File: config.mk
export PLATFORM = sky130hd
export DESIGN_NAME = crs_sequencer
export DESIGN_NICKNAME = d
export VERILOG_FILES = /design/src/crs_pkg.sv /design/src/crs_fifo.sv /design/src/crs_sequencer.sv
export VERILOG_INCLUDE_DIRS = /design/src
export SDC_FILE = /design/constraint.sdc
export NUM_CORES = 1
export LEC_CHECK = 0
export BUFFER_PORTS_ARGS = -buffer_cell sky130_fd_sc_hd__buf_2
export CORE_MARGIN = 4
export CORE_UTILIZATION = 45
export CTS_BUF_LIST = sky130_fd_sc_hd__clkbuf_2
export DETAILED_ROUTE_END_ITERATION = 16
export PLACE_DENSITY_LB_ADDON = 0.12
export RECOVER_POWER = 100
export SLEW_MARGIN = 10
export SYNTH_ARGS = -nofsm -noshare
export SYNTH_HDL_FRONTEND = slang
export SYNTH_HIERARCHICAL = 1
export SYNTH_SLANG_ARGS = --single-unit
export TNS_END_PERCENT = 50
File: constraint.sdc
create_clock -name mclk -period 4.8 [get_ports mclk]
set_input_delay 0.48 -clock mclk [delete_from_list [all_inputs] [get_ports mclk]]
set_output_delay 0.48 -clock mclk [all_outputs]
set_load 0.03 [all_outputs]
File: src/crs_defs.svh
// timing constants for the sensor readout timing sequencer
// Notes on behaviour
// - transfer pulse lasts at least 6 us
// - both pedestals last at least 16 us
// - 4 us transfer delay, 10 us line transfer
// - 5 us after toggling line dump gate
// - 1 us before horizontal clocking starts
// - pixel shift period at least 16.66 ns
// - shutter pulse and shutter delay 1 us
// - reset gate pulse at least 2.5 ns
// - line period 104.2 or 192.2 us
// - frame period minimum per readout mode
// - pin patterns chosen by readout mode
// - top phases swap in dual ab, single
// - pixel gates patterns five, six, seven
// - unused output gates may sit high
// - slow c/d clock is integer multiple
// - 2460 or 4920 lines per frame
// - minimum pixels per line per mode
// - 5292 or 10572 pixel counts required
// - vertical rises lead or meet falls
// - optional shutter starts integration time
// - optional line dumps raise frame rate; here each read line gets extra dump transfers, so frames get longer
`ifndef CRS_DEFS_SVH
`define CRS_DEFS_SVH
`define CRS_CLK_MHZ        10
`define CRS_T_PD_US        6
`define CRS_T_PED_US       16
`define CRS_T_D_US         4
`define CRS_T_V_US         10
`define CRS_T_FDG_US       5
`define CRS_T_HS_US        1
`define CRS_T_SUB_US       1
`define CRS_T_HD_US        1
`define CRS_T_LINE_DQ_NS   104200
`define CRS_T_LINE_S_NS    192200
`define CRS_T_FRM_Q_US     256400
`define CRS_T_FRM_D_US     512700
`define CRS_T_FRM_S_US     945700
`define CRS_LINES_HALF     13'd2460
`define CRS_LINES_FULL     13'd4920
`define CRS_PIX_SHORT      14'd5292
`define CRS_PIX_LONG       14'd10572
`define CRS_MODE_QUAD      2'd0
`define CRS_MODE_DUAL_AB   2'd1
`define CRS_MODE_DUAL_AC   2'd2
`define CRS_MODE_SINGLE    2'd3
`endif

File: src/crs_pkg.sv
// types for the sensor readout timing sequencer
package crs_pkg;
   typedef enum logic [3:0] {
      ST_IDLE  = 4'b0000,
      ST_SHUT  = 4'b0001,
      ST_SHDL  = 4'b0010,
      ST_PEDL  = 4'b0011,
      ST_XFER  = 4'b0100,
      ST_PEDT  = 4'b0101,
      ST_VDLY  = 4'b0110,
      ST_VLINE = 4'b0111,
      ST_HDLY  = 4'b1000,
      ST_PIX   = 4'b1001,
      ST_DUMPD = 4'b1010,
      ST_LFILL = 4'b1011
   } crs_state_t;
   typedef struct packed {
      logic       start;
      logic [1:0] mode;
      logic       shutter_en;
      logic [1:0] dump_lines;
      logic       cd_off;
   } crs_cmd_t;
   typedef struct packed {
      logic v1;
      logic v2t;
      logic v3t;
      logic v4t;
      logic v2b;
      logic v3b;
      logic v4b;
      logic sub;
      logic dump;
   } crs_vert_t;
   typedef struct packed {
      logic [3:0] h1;
      logic [3:0] h2;
      logic [3:0] hl;
      logic [3:0] rg;
   } crs_horiz_t;
endpackage : crs_pkg

File: src/crs_fifo.sv
// small valid/ready fifo for frame commands
`timescale 1ns/1ps
module crs_fifo #(
   parameter int WIDTH = 7,
   parameter int DEPTH = 8
) (
   // clock and reset
   input  wire logic             mclk,
   input  wire logic             rst,
   // write side
   input  wire logic             in_valid,
   output logic                  in_ready,
   input  wire logic [WIDTH-1:0] in_data,
   // read side
   output logic                  out_valid,
   input  wire logic             out_ready,
   output logic      [WIDTH-1:0] out_data
);
   localparam int AW = $clog2(DEPTH);
   logic [WIDTH-1:0] mem_r [DEPTH];
   logic [AW-1:0]    wp_r;
   logic [AW-1:0]    rp_r;
   logic [AW:0]      cnt_r;
   logic             wr;
   logic             rd;
   assign in_ready  = (cnt_r != (AW+1)'(DEPTH));
   assign out_valid = (cnt_r != '0);
   assign out_data  = mem_r[rp_r];
   assign wr        = in_valid && in_ready;
   assign rd        = out_valid && out_ready;
   always_ff @(posedge mclk) begin
      if (wr) begin
         mem_r[wp_r] <= in_data;
      end
   end
   always_ff @(posedge mclk) begin
      if (rst) begin
         wp_r  <= '0;
         rp_r  <= '0;
         cnt_r <= '0;
      end else begin
         if (wr) begin
            wp_r <= (wp_r == AW'(DEPTH-1)) ? '0 : wp_r + 1'b1;
         end
         if (rd) begin
            rp_r <= (rp_r == AW'(DEPTH-1)) ? '0 : rp_r + 1'b1;
         end
         cnt_r <= cnt_r + (AW+1)'(wr) - (AW+1)'(rd);
      end
   end
endmodule : crs_fifo

File: src/crs_sequencer.sv
// frame, line and pixel timing sequencer driving the sensor gates
`timescale 1ns/1ps
`include "crs_defs.svh"
module crs_sequencer
   import crs_pkg::*;
#(
   parameter int T_FRAME_Q = `CRS_T_FRM_Q_US * `CRS_CLK_MHZ,
   parameter int T_FRAME_D = `CRS_T_FRM_D_US * `CRS_CLK_MHZ,
   parameter int T_FRAME_S = `CRS_T_FRM_S_US * `CRS_CLK_MHZ,
   parameter int T_LINE_DQ = (`CRS_T_LINE_DQ_NS * `CRS_CLK_MHZ + 999) / 1000,
   parameter int T_LINE_S  = (`CRS_T_LINE_S_NS * `CRS_CLK_MHZ + 999) / 1000,
   parameter int LINES_HALF = 2460,
   parameter int LINES_FULL = 4920
) (
   // clock and reset
   input  wire logic  mclk,
   input  wire logic  rst,
   // frame command stream
   input  wire logic  cmd_valid,
   output logic       cmd_ready,
   input  crs_cmd_t   cmd,
   // status
   output logic       busy,
   output logic       frame_done,
   // sensor gates
   output crs_vert_t  vert,
   output crs_horiz_t horiz
);
   // ----------------------------------------------------------
   // cycle counts
   // ----------------------------------------------------------
   localparam int C_PD  = `CRS_T_PD_US * `CRS_CLK_MHZ;
   localparam int C_PED = `CRS_T_PED_US * `CRS_CLK_MHZ;
   localparam int C_D   = `CRS_T_D_US * `CRS_CLK_MHZ;
   localparam int C_V   = `CRS_T_V_US * `CRS_CLK_MHZ;
   localparam int C_FDG = `CRS_T_FDG_US * `CRS_CLK_MHZ;
   localparam int C_HS  = `CRS_T_HS_US * `CRS_CLK_MHZ;
   localparam int C_SUB = `CRS_T_SUB_US * `CRS_CLK_MHZ;
   localparam int C_HD  = `CRS_T_HD_US * `CRS_CLK_MHZ;

   // ----------------------------------------------------------
   // command fifo
   // ----------------------------------------------------------
   logic     q_valid;
   logic     q_ready;
   crs_cmd_t q_cmd;
   crs_cmd_t cur_r;
   crs_fifo #(.WIDTH($bits(crs_cmd_t)), .DEPTH(8)) u_fifo (
      .mclk      (mclk),
      .rst       (rst),
      .in_valid  (cmd_valid),
      .in_ready  (cmd_ready),
      .in_data   (cmd),
      .out_valid (q_valid),
      .out_ready (q_ready),
      .out_data  (q_cmd)
   );

   // ----------------------------------------------------------
   // helpers
   // ----------------------------------------------------------
   function automatic logic [13:0] pix_count(input logic [1:0] m);
      pix_count = (m == `CRS_MODE_SINGLE || m == `CRS_MODE_DUAL_AB) ?
                  `CRS_PIX_LONG : `CRS_PIX_SHORT;
   endfunction : pix_count
   function automatic logic [12:0] line_count(input logic [1:0] m);
      line_count = (m == `CRS_MODE_SINGLE || m == `CRS_MODE_DUAL_AB) ?
                   13'(LINES_FULL) : 13'(LINES_HALF);
   endfunction : line_count
   function automatic logic [31:0] line_min(input logic [1:0] m);
      line_min = (m == `CRS_MODE_SINGLE) ? 32'(T_LINE_S) : 32'(T_LINE_DQ);
   endfunction : line_min
   function automatic logic [31:0] frame_min(input logic [1:0] m);
      case (m)
         `CRS_MODE_QUAD:   frame_min = 32'(T_FRAME_Q);
         `CRS_MODE_SINGLE: frame_min = 32'(T_FRAME_S);
         default:          frame_min = 32'(T_FRAME_D);
      endcase
   endfunction : frame_min

   // ----------------------------------------------------------
   // state machine
   // ----------------------------------------------------------
   crs_state_t  st_r;
   crs_state_t  st_nxt;
   logic [15:0] tm_r;
   logic [13:0] px_r;
   logic [12:0] ln_r;
   logic [1:0]  dmp_r;
   logic [31:0] lt_r;
   logic [31:0] ft_r;
   logic        ph_r;
   logic        tdone;
   logic        pix_end;

   assign tdone   = (tm_r == 16'h0001);
   assign pix_end = ph_r && (px_r == 14'h0001);
   assign q_ready = (st_r == ST_IDLE);
   assign busy    = (st_r != ST_IDLE);

   always_comb begin
      st_nxt = st_r;
      case (st_r)
         ST_IDLE:  if (q_valid) st_nxt = q_cmd.shutter_en ? ST_SHUT : ST_PEDL;
         ST_SHUT:  if (tdone) st_nxt = ST_SHDL;
         ST_SHDL:  if (tdone) st_nxt = ST_PEDL;
         ST_PEDL:  if (tdone) st_nxt = ST_XFER;
         ST_XFER:  if (tdone) st_nxt = ST_PEDT;
         ST_PEDT:  if (tdone) st_nxt = ST_VDLY;
         ST_VDLY:  if (tdone) st_nxt = ST_VLINE;
         ST_VLINE: if (tdone) st_nxt = (dmp_r != 2'h0) ? ST_DUMPD : ST_HDLY;
         ST_DUMPD: if (tdone) st_nxt = ST_VLINE;
         ST_HDLY:  if (tdone) st_nxt = ST_PIX;
         ST_PIX:   if (pix_end) st_nxt = ST_LFILL;
         ST_LFILL: begin
            if (lt_r >= line_min(cur_r.mode)) begin
               if (ln_r == 13'h0001) begin
                  st_nxt = (ft_r >= frame_min(cur_r.mode)) ? ST_IDLE : ST_LFILL;
               end else begin
                  st_nxt = ST_VLINE;
               end
            end
         end
         default:  st_nxt = ST_IDLE;
      endcase
   end

   always_ff @(posedge mclk) begin
      if (rst) begin
         st_r <= ST_IDLE;
      end else begin
         st_r <= st_nxt;
      end
   end

   // ----------------------------------------------------------
   // interval timer
   // ----------------------------------------------------------
   always_ff @(posedge mclk) begin
      if (rst) begin
         tm_r <= 16'h0000;
      end else if (st_nxt != st_r || (st_r == ST_VLINE && st_nxt == ST_VLINE && tdone)) begin
         case (st_nxt)
            ST_SHUT:  tm_r <= 16'(C_SUB);
            ST_SHDL:  tm_r <= 16'(C_HD);
            ST_PEDL:  tm_r <= 16'(C_PED);
            ST_XFER:  tm_r <= 16'(C_PD);
            ST_PEDT:  tm_r <= 16'(C_PED);
            ST_VDLY:  tm_r <= 16'(C_D);
            ST_VLINE: tm_r <= 16'(C_V);
            ST_DUMPD: tm_r <= 16'(C_FDG);
            ST_HDLY:  tm_r <= 16'(C_HS);
            default:  tm_r <= 16'h0000;
         endcase
      end else if (tm_r != 16'h0000) begin
         tm_r <= tm_r - 16'h0001;
      end
   end

   // ----------------------------------------------------------
   // frame command, line, dump and elapsed counters
   // ----------------------------------------------------------
   always_ff @(posedge mclk) begin
      if (rst) begin
         cur_r <= '0;
      end else if (st_r == ST_IDLE && q_valid) begin
         cur_r <= q_cmd;
      end
   end

   always_ff @(posedge mclk) begin
      if (rst) begin
         ln_r  <= 13'h0000;
         dmp_r <= 2'h0;
      end else begin
         if (st_r == ST_PEDT) begin
            ln_r <= line_count(cur_r.mode);
         end else if (st_r == ST_LFILL && st_nxt == ST_VLINE) begin
            ln_r <= ln_r - 13'h0001;
         end
         // reload before the next line so the dump gate never glitches
         if (st_r == ST_PEDT || st_r == ST_HDLY) begin
            dmp_r <= cur_r.dump_lines;
         end else if (st_r == ST_VLINE && st_nxt == ST_DUMPD) begin
            dmp_r <= dmp_r - 2'h1;
         end
      end
   end

   always_ff @(posedge mclk) begin
      if (rst) begin
         lt_r <= 32'h0;
         ft_r <= 32'h0;
      end else begin
         lt_r <= (st_nxt == ST_VLINE && st_r != ST_VLINE && st_r != ST_DUMPD) ?
                 32'h1 : lt_r + 32'h1;
         ft_r <= (st_r == ST_IDLE) ? 32'h0 : ft_r + 32'h1;
      end
   end

   // ----------------------------------------------------------
   // pixel clocking: one pixel per two mclk, 200 ns
   // ----------------------------------------------------------
   always_ff @(posedge mclk) begin
      if (rst) begin
         ph_r <= 1'b0;
         px_r <= 14'h0000;
      end else if (st_r == ST_HDLY) begin
         ph_r <= 1'b0;
         px_r <= pix_count(cur_r.mode);
      end else if (st_r == ST_PIX) begin
         ph_r <= ~ph_r;
         if (ph_r) begin
            px_r <= px_r - 14'h0001;
         end
      end
   end

   // ----------------------------------------------------------
   // gate outputs
   // ----------------------------------------------------------
   logic ab_mode;
   assign ab_mode = (cur_r.mode == `CRS_MODE_DUAL_AB) || (cur_r.mode == `CRS_MODE_SINGLE);

   // bottom phase next values, shared so top phases copy them in the same cycle
   logic v2b_nxt;
   logic v3b_nxt;
   logic v4b_nxt;
   assign v2b_nxt = (st_nxt == ST_VLINE) && (tm_r <= 16'(C_V/2));
   assign v3b_nxt = (st_nxt == ST_VLINE);
   assign v4b_nxt = (st_nxt == ST_VLINE) && (tm_r > 16'(C_V/4));

   always_ff @(posedge mclk) begin
      if (rst) begin
         vert <= '0;
      end else begin
         vert.v1   <= (st_nxt == ST_XFER) || (st_nxt == ST_VLINE && tm_r > 16'(C_V/2));
         vert.v2b  <= v2b_nxt;
         vert.v3b  <= v3b_nxt;
         vert.v4b  <= v4b_nxt;
         vert.v2t  <= ab_mode ? v4b_nxt : v2b_nxt;
         vert.v3t  <= v3b_nxt;
         vert.v4t  <= ab_mode ? v2b_nxt : v4b_nxt;
         vert.sub  <= (st_nxt == ST_SHUT);
         vert.dump <= (st_nxt == ST_VLINE) && (dmp_r != 2'h0);
      end
   end

   logic pix_on;
   logic [3:0] used;
   assign pix_on = (st_r == ST_PIX);
   assign used = (cur_r.cd_off && cur_r.mode != `CRS_MODE_QUAD) ?
                 ((cur_r.mode == `CRS_MODE_DUAL_AC) ? 4'h5 : 4'h3) : 4'hf;

   always_ff @(posedge mclk) begin
      if (rst) begin
         horiz <= '0;
      end else begin
         for (int i = 0; i < 4; i++) begin
            horiz.h1[i] <= used[i] ? (pix_on && !ph_r) : 1'b1;
            horiz.h2[i] <= used[i] ? (!pix_on || ph_r) : 1'b1;
            horiz.hl[i] <= used[i] ? (!pix_on || ph_r) : 1'b1;
            horiz.rg[i] <= used[i] ? (pix_on && !ph_r) : 1'b1;
         end
      end
   end

   assign frame_done = (st_r == ST_LFILL) && (st_nxt == ST_IDLE);

   // ----------------------------------------------------------
   // checks
   // ----------------------------------------------------------
   AST_XFER_LEN: assert property (@(posedge mclk) disable iff (rst)
      $rose(vert.v1) && st_r == ST_XFER |-> vert.v1 [*8])
      else $error("transfer pulse too short");
   AST_PED_ORDER: assert property (@(posedge mclk) disable iff (rst)
      st_r == ST_PEDL && st_nxt == ST_XFER |-> ##(C_PD) st_r == ST_XFER ##1 st_r == ST_PEDT)
      else $error("transfer length wrong");
   AST_HDLY: assert property (@(posedge mclk) disable iff (rst)
      st_r == ST_VLINE && st_nxt == ST_HDLY |=> st_r == ST_HDLY [*8])
      else $error("horizontal delay too short");
   AST_PIX_RATE: assert property (@(posedge mclk) disable iff (rst)
      st_r == ST_PIX && !ph_r |=> ph_r)
      else $error("pixel phase stuck");
   AST_DUMP_DLY: assert property (@(posedge mclk) disable iff (rst)
      st_r == ST_VLINE && st_nxt == ST_DUMPD |=> st_r == ST_DUMPD [*8])
      else $error("dump delay too short");
   AST_SUB_LEN: assert property (@(posedge mclk) disable iff (rst)
      st_r == ST_IDLE && st_nxt == ST_SHUT |=> ##1 vert.sub [*8])
      else $error("shutter pulse too short");
   AST_SWAP: assert property (@(posedge mclk) disable iff (rst)
      ab_mode |=> vert.v2t == vert.v4b && vert.v3t == vert.v3b && vert.v4t == vert.v2b)
      else $error("top phase swap wrong");
   AST_LINE_MIN: assert property (@(posedge mclk) disable iff (rst)
      st_r == ST_LFILL && st_nxt != ST_LFILL |-> lt_r >= line_min(cur_r.mode))
      else $error("line too short");
endmodule : crs_sequencer

# After elaboration in Yosys (flattened, before gate mapping)
# Memories as Yosys holds them, arrays and structs flattened. A register that Yosys moved wholly into a read port is not among the register bits.
# Cells that the tools add are included.
[totals] output_inout_bits=28 word_cells=162 register_bits=145 ram_bits=56 inputBits=10 romBits=112 memories=2
[memory_table] name="(name not given)" words=16 word_bits=7 rd=1 rd_ports_with_merged_regs=0 wr=0 line="crs_sequencer.sv:143" rtl="case (st_nxt)"
[memory_table] name="u_fifo.mem_r" words=8 word_bits=7 rd=1 rd_ports_with_merged_regs=1 wr=1 line="crs_fifo.sv:20" rtl="logic [WIDTH-1:0] mem_r [DEPTH];"
[op_classes] n_mux=51 n_lt_le_gt_ge=5 n_addsub=10 bitwise=1 n_eq_ne=27 reduce_logical=41
[op_table] op="32-bit 2-to-1 mux" count=3
[op_table] op="32-bit by 1-bit adder with 32-bit output (second input constant)" count=2
[op_table] op="14-bit 2-to-1 mux" count=4
[op_table] op="4-bit 2-to-1 mux" count=14
[op_table] op="24-bit one-hot mux with 2 select lines" count=1
[op_table] op="4-bit one-hot mux with 11 select lines" count=1
[op_table] op="13-bit 2-to-1 mux" count=3
[op_table] op="32-bit by 11-bit >= comparator with 1-bit output" count=1
[op_table] op="32-bit >= comparator" count=1
[op_table] op="16-bit 2-to-1 mux" count=2
[op_table] op="4-bit by 3-bit equality test with 1-bit output (second input constant)" count=6
[op_table] op="4-bit equality test (second input constant)" count=5
[op_table] op="16-bit by 1-bit equality test with 1-bit output (second input constant)" count=1
[op_table] op="16-bit by 5-bit greater-than comparator with 1-bit output (second input constant)" count=1
[op_table] op="16-bit by 6-bit greater-than comparator with 1-bit output (second input constant)" count=1
[op_table] op="16-bit by 6-bit less-or-equal comparator with 1-bit output (second input constant)" count=1
[op_table] op="1-bit logical AND" count=16
[op_table] op="16-bit nonzero test" count=1
[op_table] op="16-bit by 1-bit subtractor with 16-bit output (second input constant)" count=1
[op_table] op="3-bit 2-to-1 mux" count=5
[op_table] op="14-bit by 1-bit equality test with 1-bit output (second input constant)" count=1
[op_table] op="2-bit nonzero test" count=7
[op_table] op="14-bit by 1-bit subtractor with 14-bit output (second input constant)" count=1
[op_table] op="13-bit by 1-bit equality test with 1-bit output (second input constant)" count=1
[op_table] op="24 further kinds" count=55

# Longest topological paths before layout
[depth] depth_word=15 depth_mapped=19 mapped_depth_nobuf=17

# Modules after synthesis
# The synthesis kept the hierarchy.
[modules_own_cells] mod="crs_sequencer" instances=1 cells_per_inst=881 seq_area_each_um2=2702.6 area_per_inst_um2=7161.9
[modules_own_cells] mod="crs_fifo" instances=1 cells_per_inst=157 seq_area_each_um2=1941.9 area_per_inst_um2=2882.8

# Worst setup path after synthesis
# OpenSTA, ideal clock, no wires.
[synth_timing] path_type="register to register" startpoint="register with a tool-made name" endpoint="register ln_r[2]" arrival_time_ns=3.754 setup_time_ns=0.070 stages_incl_launch_ff=18 t_required_ns=4.730 n_path_buf=4 synth_period_minus_slack_ns=3.824 path_slack_ns=0.976 path_cell_list="dfxtp_1 buf_6 buf_12 mux4_1 mux2_2 or4b_2 a21oi_1 a31oi_1 o311ai_0 nor2b_1 inv_1 ha_1 clkbuf_1 and3_1 clkbuf_1 nor2_1 or3_1 a21oi_1"
[synth_rtl] element="to (signal assigned)" line="crs_sequencer.sv:177" rtl="ln_r <= line_count(cur_r.mode);"
[synth_rtl] element="to (signal assigned)" line="crs_sequencer.sv:179" rtl="ln_r <= ln_r - 13'h0001;"
[synth_rtl] element="to (decl)" line="crs_sequencer.sv:88" rtl="logic [12:0] ln_r;"

# Worst setup path in the final report
[layout_timing] startpoint="register cur_r[4] in the netlist's numbering" endpoint="output port frame_done"
[layout_between] elab_chain_cells=12 word_cells_on_any_way=15 classes_between="order compare: 2; eq/ne: 1; mux: 9; reduce/logical: 3"
[layout_rtl] element="from (decl)" line="crs_sequencer.sv:47" rtl="crs_cmd_t cur_r;"
[layout_rtl] element="from (signal assigned)" line="crs_sequencer.sv:167" rtl="cur_r <= q_cmd;"
[layout_rtl] element="2-bit equality test or 2-bit logical NOT (tied branches)" line="crs_sequencer.sv:74" rtl="case (m)"
[layout_rtl] element="24-bit one-hot mux with 2 select lines" line="crs_sequencer.sv:74"
[layout_rtl] element="32-bit 2-to-1 mux" line="crs_sequencer.sv:117" rtl="if (ln_r == 13'h0001) begin"
[layout_rtl] element="32-bit 2-to-1 mux" line="crs_sequencer.sv:116" rtl="if (lt_r >= line_min(cur_r.mode)) begin"
[layout_rtl] element="32-bit 2-to-1 mux" line="crs_sequencer.sv:103" rtl="case (st_r)"
[layout_rtl] element="32-bit >= comparator" line="crs_sequencer.sv:118" rtl="st_nxt = (ft_r >= frame_min(cur_r.mode)) ? ST_IDLE : ST_LFILL;"
[layout_rtl] element="4-bit 2-to-1 mux" line="crs_sequencer.sv:118"
[layout_rtl] element="4-bit 2-to-1 mux" line="crs_sequencer.sv:117"
[layout_rtl] element="4-bit 2-to-1 mux (*)" line="crs_sequencer.sv:116"
[layout_rtl] element="4-bit one-hot mux with 11 select lines (*)" line="crs_sequencer.sv:103"
[layout_rtl] element="4-bit logical NOT (*)" line="crs_sequencer.sv:268" rtl="assign frame_done = (st_r == ST_LFILL) && (st_nxt == ST_IDLE);"
[layout_rtl] element="1-bit logical AND (*)" line="crs_sequencer.sv:268"
[layout_rtl] element="to (decl)" line="crs_sequencer.sv:24" rtl="output logic frame_done,"
# Mark *: on every way between the ends. The rest lies on a longest branch, timed or not. The select of a mux whose other input is x is not followed.

==> results.json <==
{
  "run_status": "complete, but fails checks",
  "failing_checks": "capacitance limit, slew limit",
  "vias_per_cell": 5.31,
  "hold_crit_start": "rst",
  "final_cell_count_no_fill": 1342,
  "final.setup.tns_ps": 0,
  "layout.nets": 1116,
  "antenna_violating_nets_post_route": 0,
  "finalWeightedCongestion": 0.783,
  "power.density_mw_per_mm2": 453,
  "layout_common_cells": "sky130_fd_sc_hd__dfxtp_1 (145), sky130_fd_sc_hd__nor2_1 (144), sky130_fd_sc_hd__nand2_1 (81), sky130_fd_sc_hd__a21oi_1 (54), sky130_fd_sc_hd__ha_1 (51)",
  "globalRoute.totalOverflow": 0,
  "cp_max_fo": 13,
  "tritoncts.num_buffers": 17,
  "drt-initial-drc-count": 449,
  "syn_to_layout_area_delta_pct": 7.30,
  "floorplan.die_area_sq_mm": 0.0241,
  "rsz0062_at_grt": "false",
  "r2r_cells": 13,
  "clk_root_buffer_cell": "sky130_fd_sc_hd__clkbuf_2",
  "synthesis.instances": 1027,
  "fraction_of_layout_cells_with_a_size_suffix_above_1_pct": 7.32,
  "max_cap_viol_count": 1,
  "max-clock-path-buffers": 2,
  "fin_hold_ws_ps": 193,
  "post-route-drc-count": 0,
  "first_global_vias": 6827,
  "dpl.cell_count": 1302,
  "dr.pass1.iters": 4,
  "nFillCells": 2047,
  "drv_slew": 7,
  "detailedPlacementHpwl_mm": 13.8,
  "worst-setup-path-type": "flip-flop to primary output",
  "critical_path_buf_inv_count": 3,
  "arrival_ps": 3950,
  "start_util_pct": 46.0,
  "switchingPower_uw": 1940,
  "count_of_standard_cell_rows": 53,
  "multiInputGateArea_sq_mm": 0.00496,
  "avgSynthCellArea_sq_um": 9.48,
  "clkPwrFrac_pct": 19.6,
  "power.share.sequential_pct": 42.8,
  "final_setup_fails": 0,
  "cts_tree": "built",
  "cpLargestDelayFamily": "compound AO/OA/AOI/OAI gates",
  "wirelength_mm": 19.6,
  "period_needed_ps": 4430,
  "cts_max_level": 4,
  "coreArea_sq_mm": 0.0212,
  "worstSetupStartpointType": "flip-flop",
  "placement.io_buffers": 36,
  "yosysWarningCount": 6,
  "maximum_number_of_pins_on_one_net_before_global_route_repair": 54,
  "crit_path_max_incr_delay_ps": 430,
  "grt_first_pass_wirelength_mm": 33.4,
  "chipHeight_um": 155,
  "layout_worst_path_cycle_share_pct": 92.4,
  "power_internal_uw": 2790,
  "power.switching_fraction_pct": 41.0,
  "finalHoldViolations": 0,
  "antenna_violations_before_repair": 1,
  "end_kind": "primary output",
  "mappedNetlistNets": 1090,
  "clk_pin_slew_ps": 330,
  "post_synth_instance_area_sq_mm": 0.00974,
  "worst_path_cell_chain": "ha_2 > inv_1 > ha_1 > a211oi_1 > a211oi_1 > a211oi_1 > buf_4 > o211ai_2 > or2_1 > nor2_2 > and3_1 > buf_2",
  "hold_end": "tm_r[4]$_SDFFE_PP0P_",
  "timing_worst_slew_pin_value_ps": 1520,
  "mostFrequentLayoutCell": "sky130_fd_sc_hd__dfxtp_1",
  "timing.rr.end": "ln_r[8]$_SDFFE_PP0P_",
  "irDropWorstVdd_mv": 0.374,
  "detail_route.wl_per_cell_um": 14.6,
  "io_pins": 38,
  "cp.required_ps": 4320,
  "rrSetupSlack_ps": 670,
  "leakage_uw": 0.00389,
  "die_w_um": 155,
  "gr-usage-all-layers_pct": 16.7,
  "maxClockFrequency_mhz": 226,
  "num_vias": 7131,
  "final-seq-area_sq_mm": 0.00441,
  "worst_clock_skew_ps": 55.7,
  "crit_path_top_cell_by_count": "sky130_fd_sc_hd__a211oi_1",
  "hold-path-cell-count": 4,
  "comb_power_share_pct": 37.6,
  "cts_num_sinks": 196,
  "slowest_stage_cell_cp": "sky130_fd_sc_hd__dfxtp_2",
  "worst_slew_margin_rel_pct": -2.40,
  "hold_path_class": "input pin to flip-flop",
  "clock_insertion_delay_worst_skew_ps": 810
}
[per-stage QoR]
stage	cell area, sq um	utilization (%)	setup slack, ps	total power (uW)
2_1_floorplan	9740	-	989	3470
3_3_place_gp	10100	47.8	607	3840
3_5_place_dp	10100	47.8	529	3850
4_1_cts	10500	49.6	25.4	4800
5_1_grt	10500	49.4	4.58	5130
6_report	10500	49.4	367	4740
[power by group through the flow]
| stage | clock (uW) | sequential (uW) | combinational [uW] |
|---|---|---|---|
| floorplan | 0 | 2000 | 1470 |
| global placement | 0 | 2060 | 1780 |
| detailed placement | 0 | 2060 | 1790 |
| CTS | 963 | 2030 | 1800 |
| global route | 1030 | 2060 | 2040 |
| finish | 927 | 2030 | 1780 |
[final cells by class]
| type | instances | share of cell area (%) |
|---|---|---|
| clock buffers | 17 | 0.814 |
| well taps | 275 | 3.29 |
| clock inverters | 15 | 2.11 |
| repair buffers | 53 | 2.66 |
| multi-input cells | 744 | 47.5 |
| flip-flops and latches | 196 | 42.2 |
| inverters | 41 | 1.47 |
| diodes | 1 | 0.0239 |
[worst max-delay path by stage]
stage	depth (start not counted)	start	end	slack, ps
finish	12	cur_r[4]$_SDFFE_PP0P_	frame_done	370
detailed placement	16	cur_r[5]$_SDFFE_PP0P_	ln_r[8]$_SDFFE_PP0P_	530
global route	14	cur_r[5]$_SDFFE_PP0P_	frame_done	5
CTS	14	cur_r[5]$_SDFFE_PP0P_	frame_done	30
floorplan	17	flip-flop	ln_r[2]$_SDFFE_PP0P_	990
global placement	16	cur_r[4]$_SDFFE_PP0P_	ln_r[8]$_SDFFE_PP0P_	610
[timing repair]
action | in CTS | in global routing
pin swaps | 0 | 0
endpoints found under the hold margin | 50 | 0
setup endpoints to repair | 1 | 1
hold buffers | 7 | 0
gates resized for setup | 1 | 8
setup buffers | 0 | 0
[tightest hold or removal path, cell delays in order]
cell and delay (ps):
sky130_fd_sc_hd__buf_2 90, sky130_fd_sc_hd__clkinv_1 50, sky130_fd_sc_hd__buf_4 210, sky130_fd_sc_hd__o211a_1 130
[metal layers]
metal,vias to the layer above,wire (um),global-route usage (%)
li1,3682,-,-
met1,3360,9840,23.3
met2,79,9050,27.4
met3,10,544,3.25
met4,0,154,3.20
met5,-,0,0
[state kept, by name (all words and copies together), names as in the netlist, 3 cells and up, named ones only]
signal and flops:
u_fifo/mem_r 48, ft_r 32, vert 8, tm_r 16, u_fifo/cnt_r 4, st_r 4, px_r 14, lt_r 32
cur_r 5, ln_r 13, u_fifo/wp_r 3, horiz 8, u_fifo/rp_r 3
(Power assumes the default switching activity.)
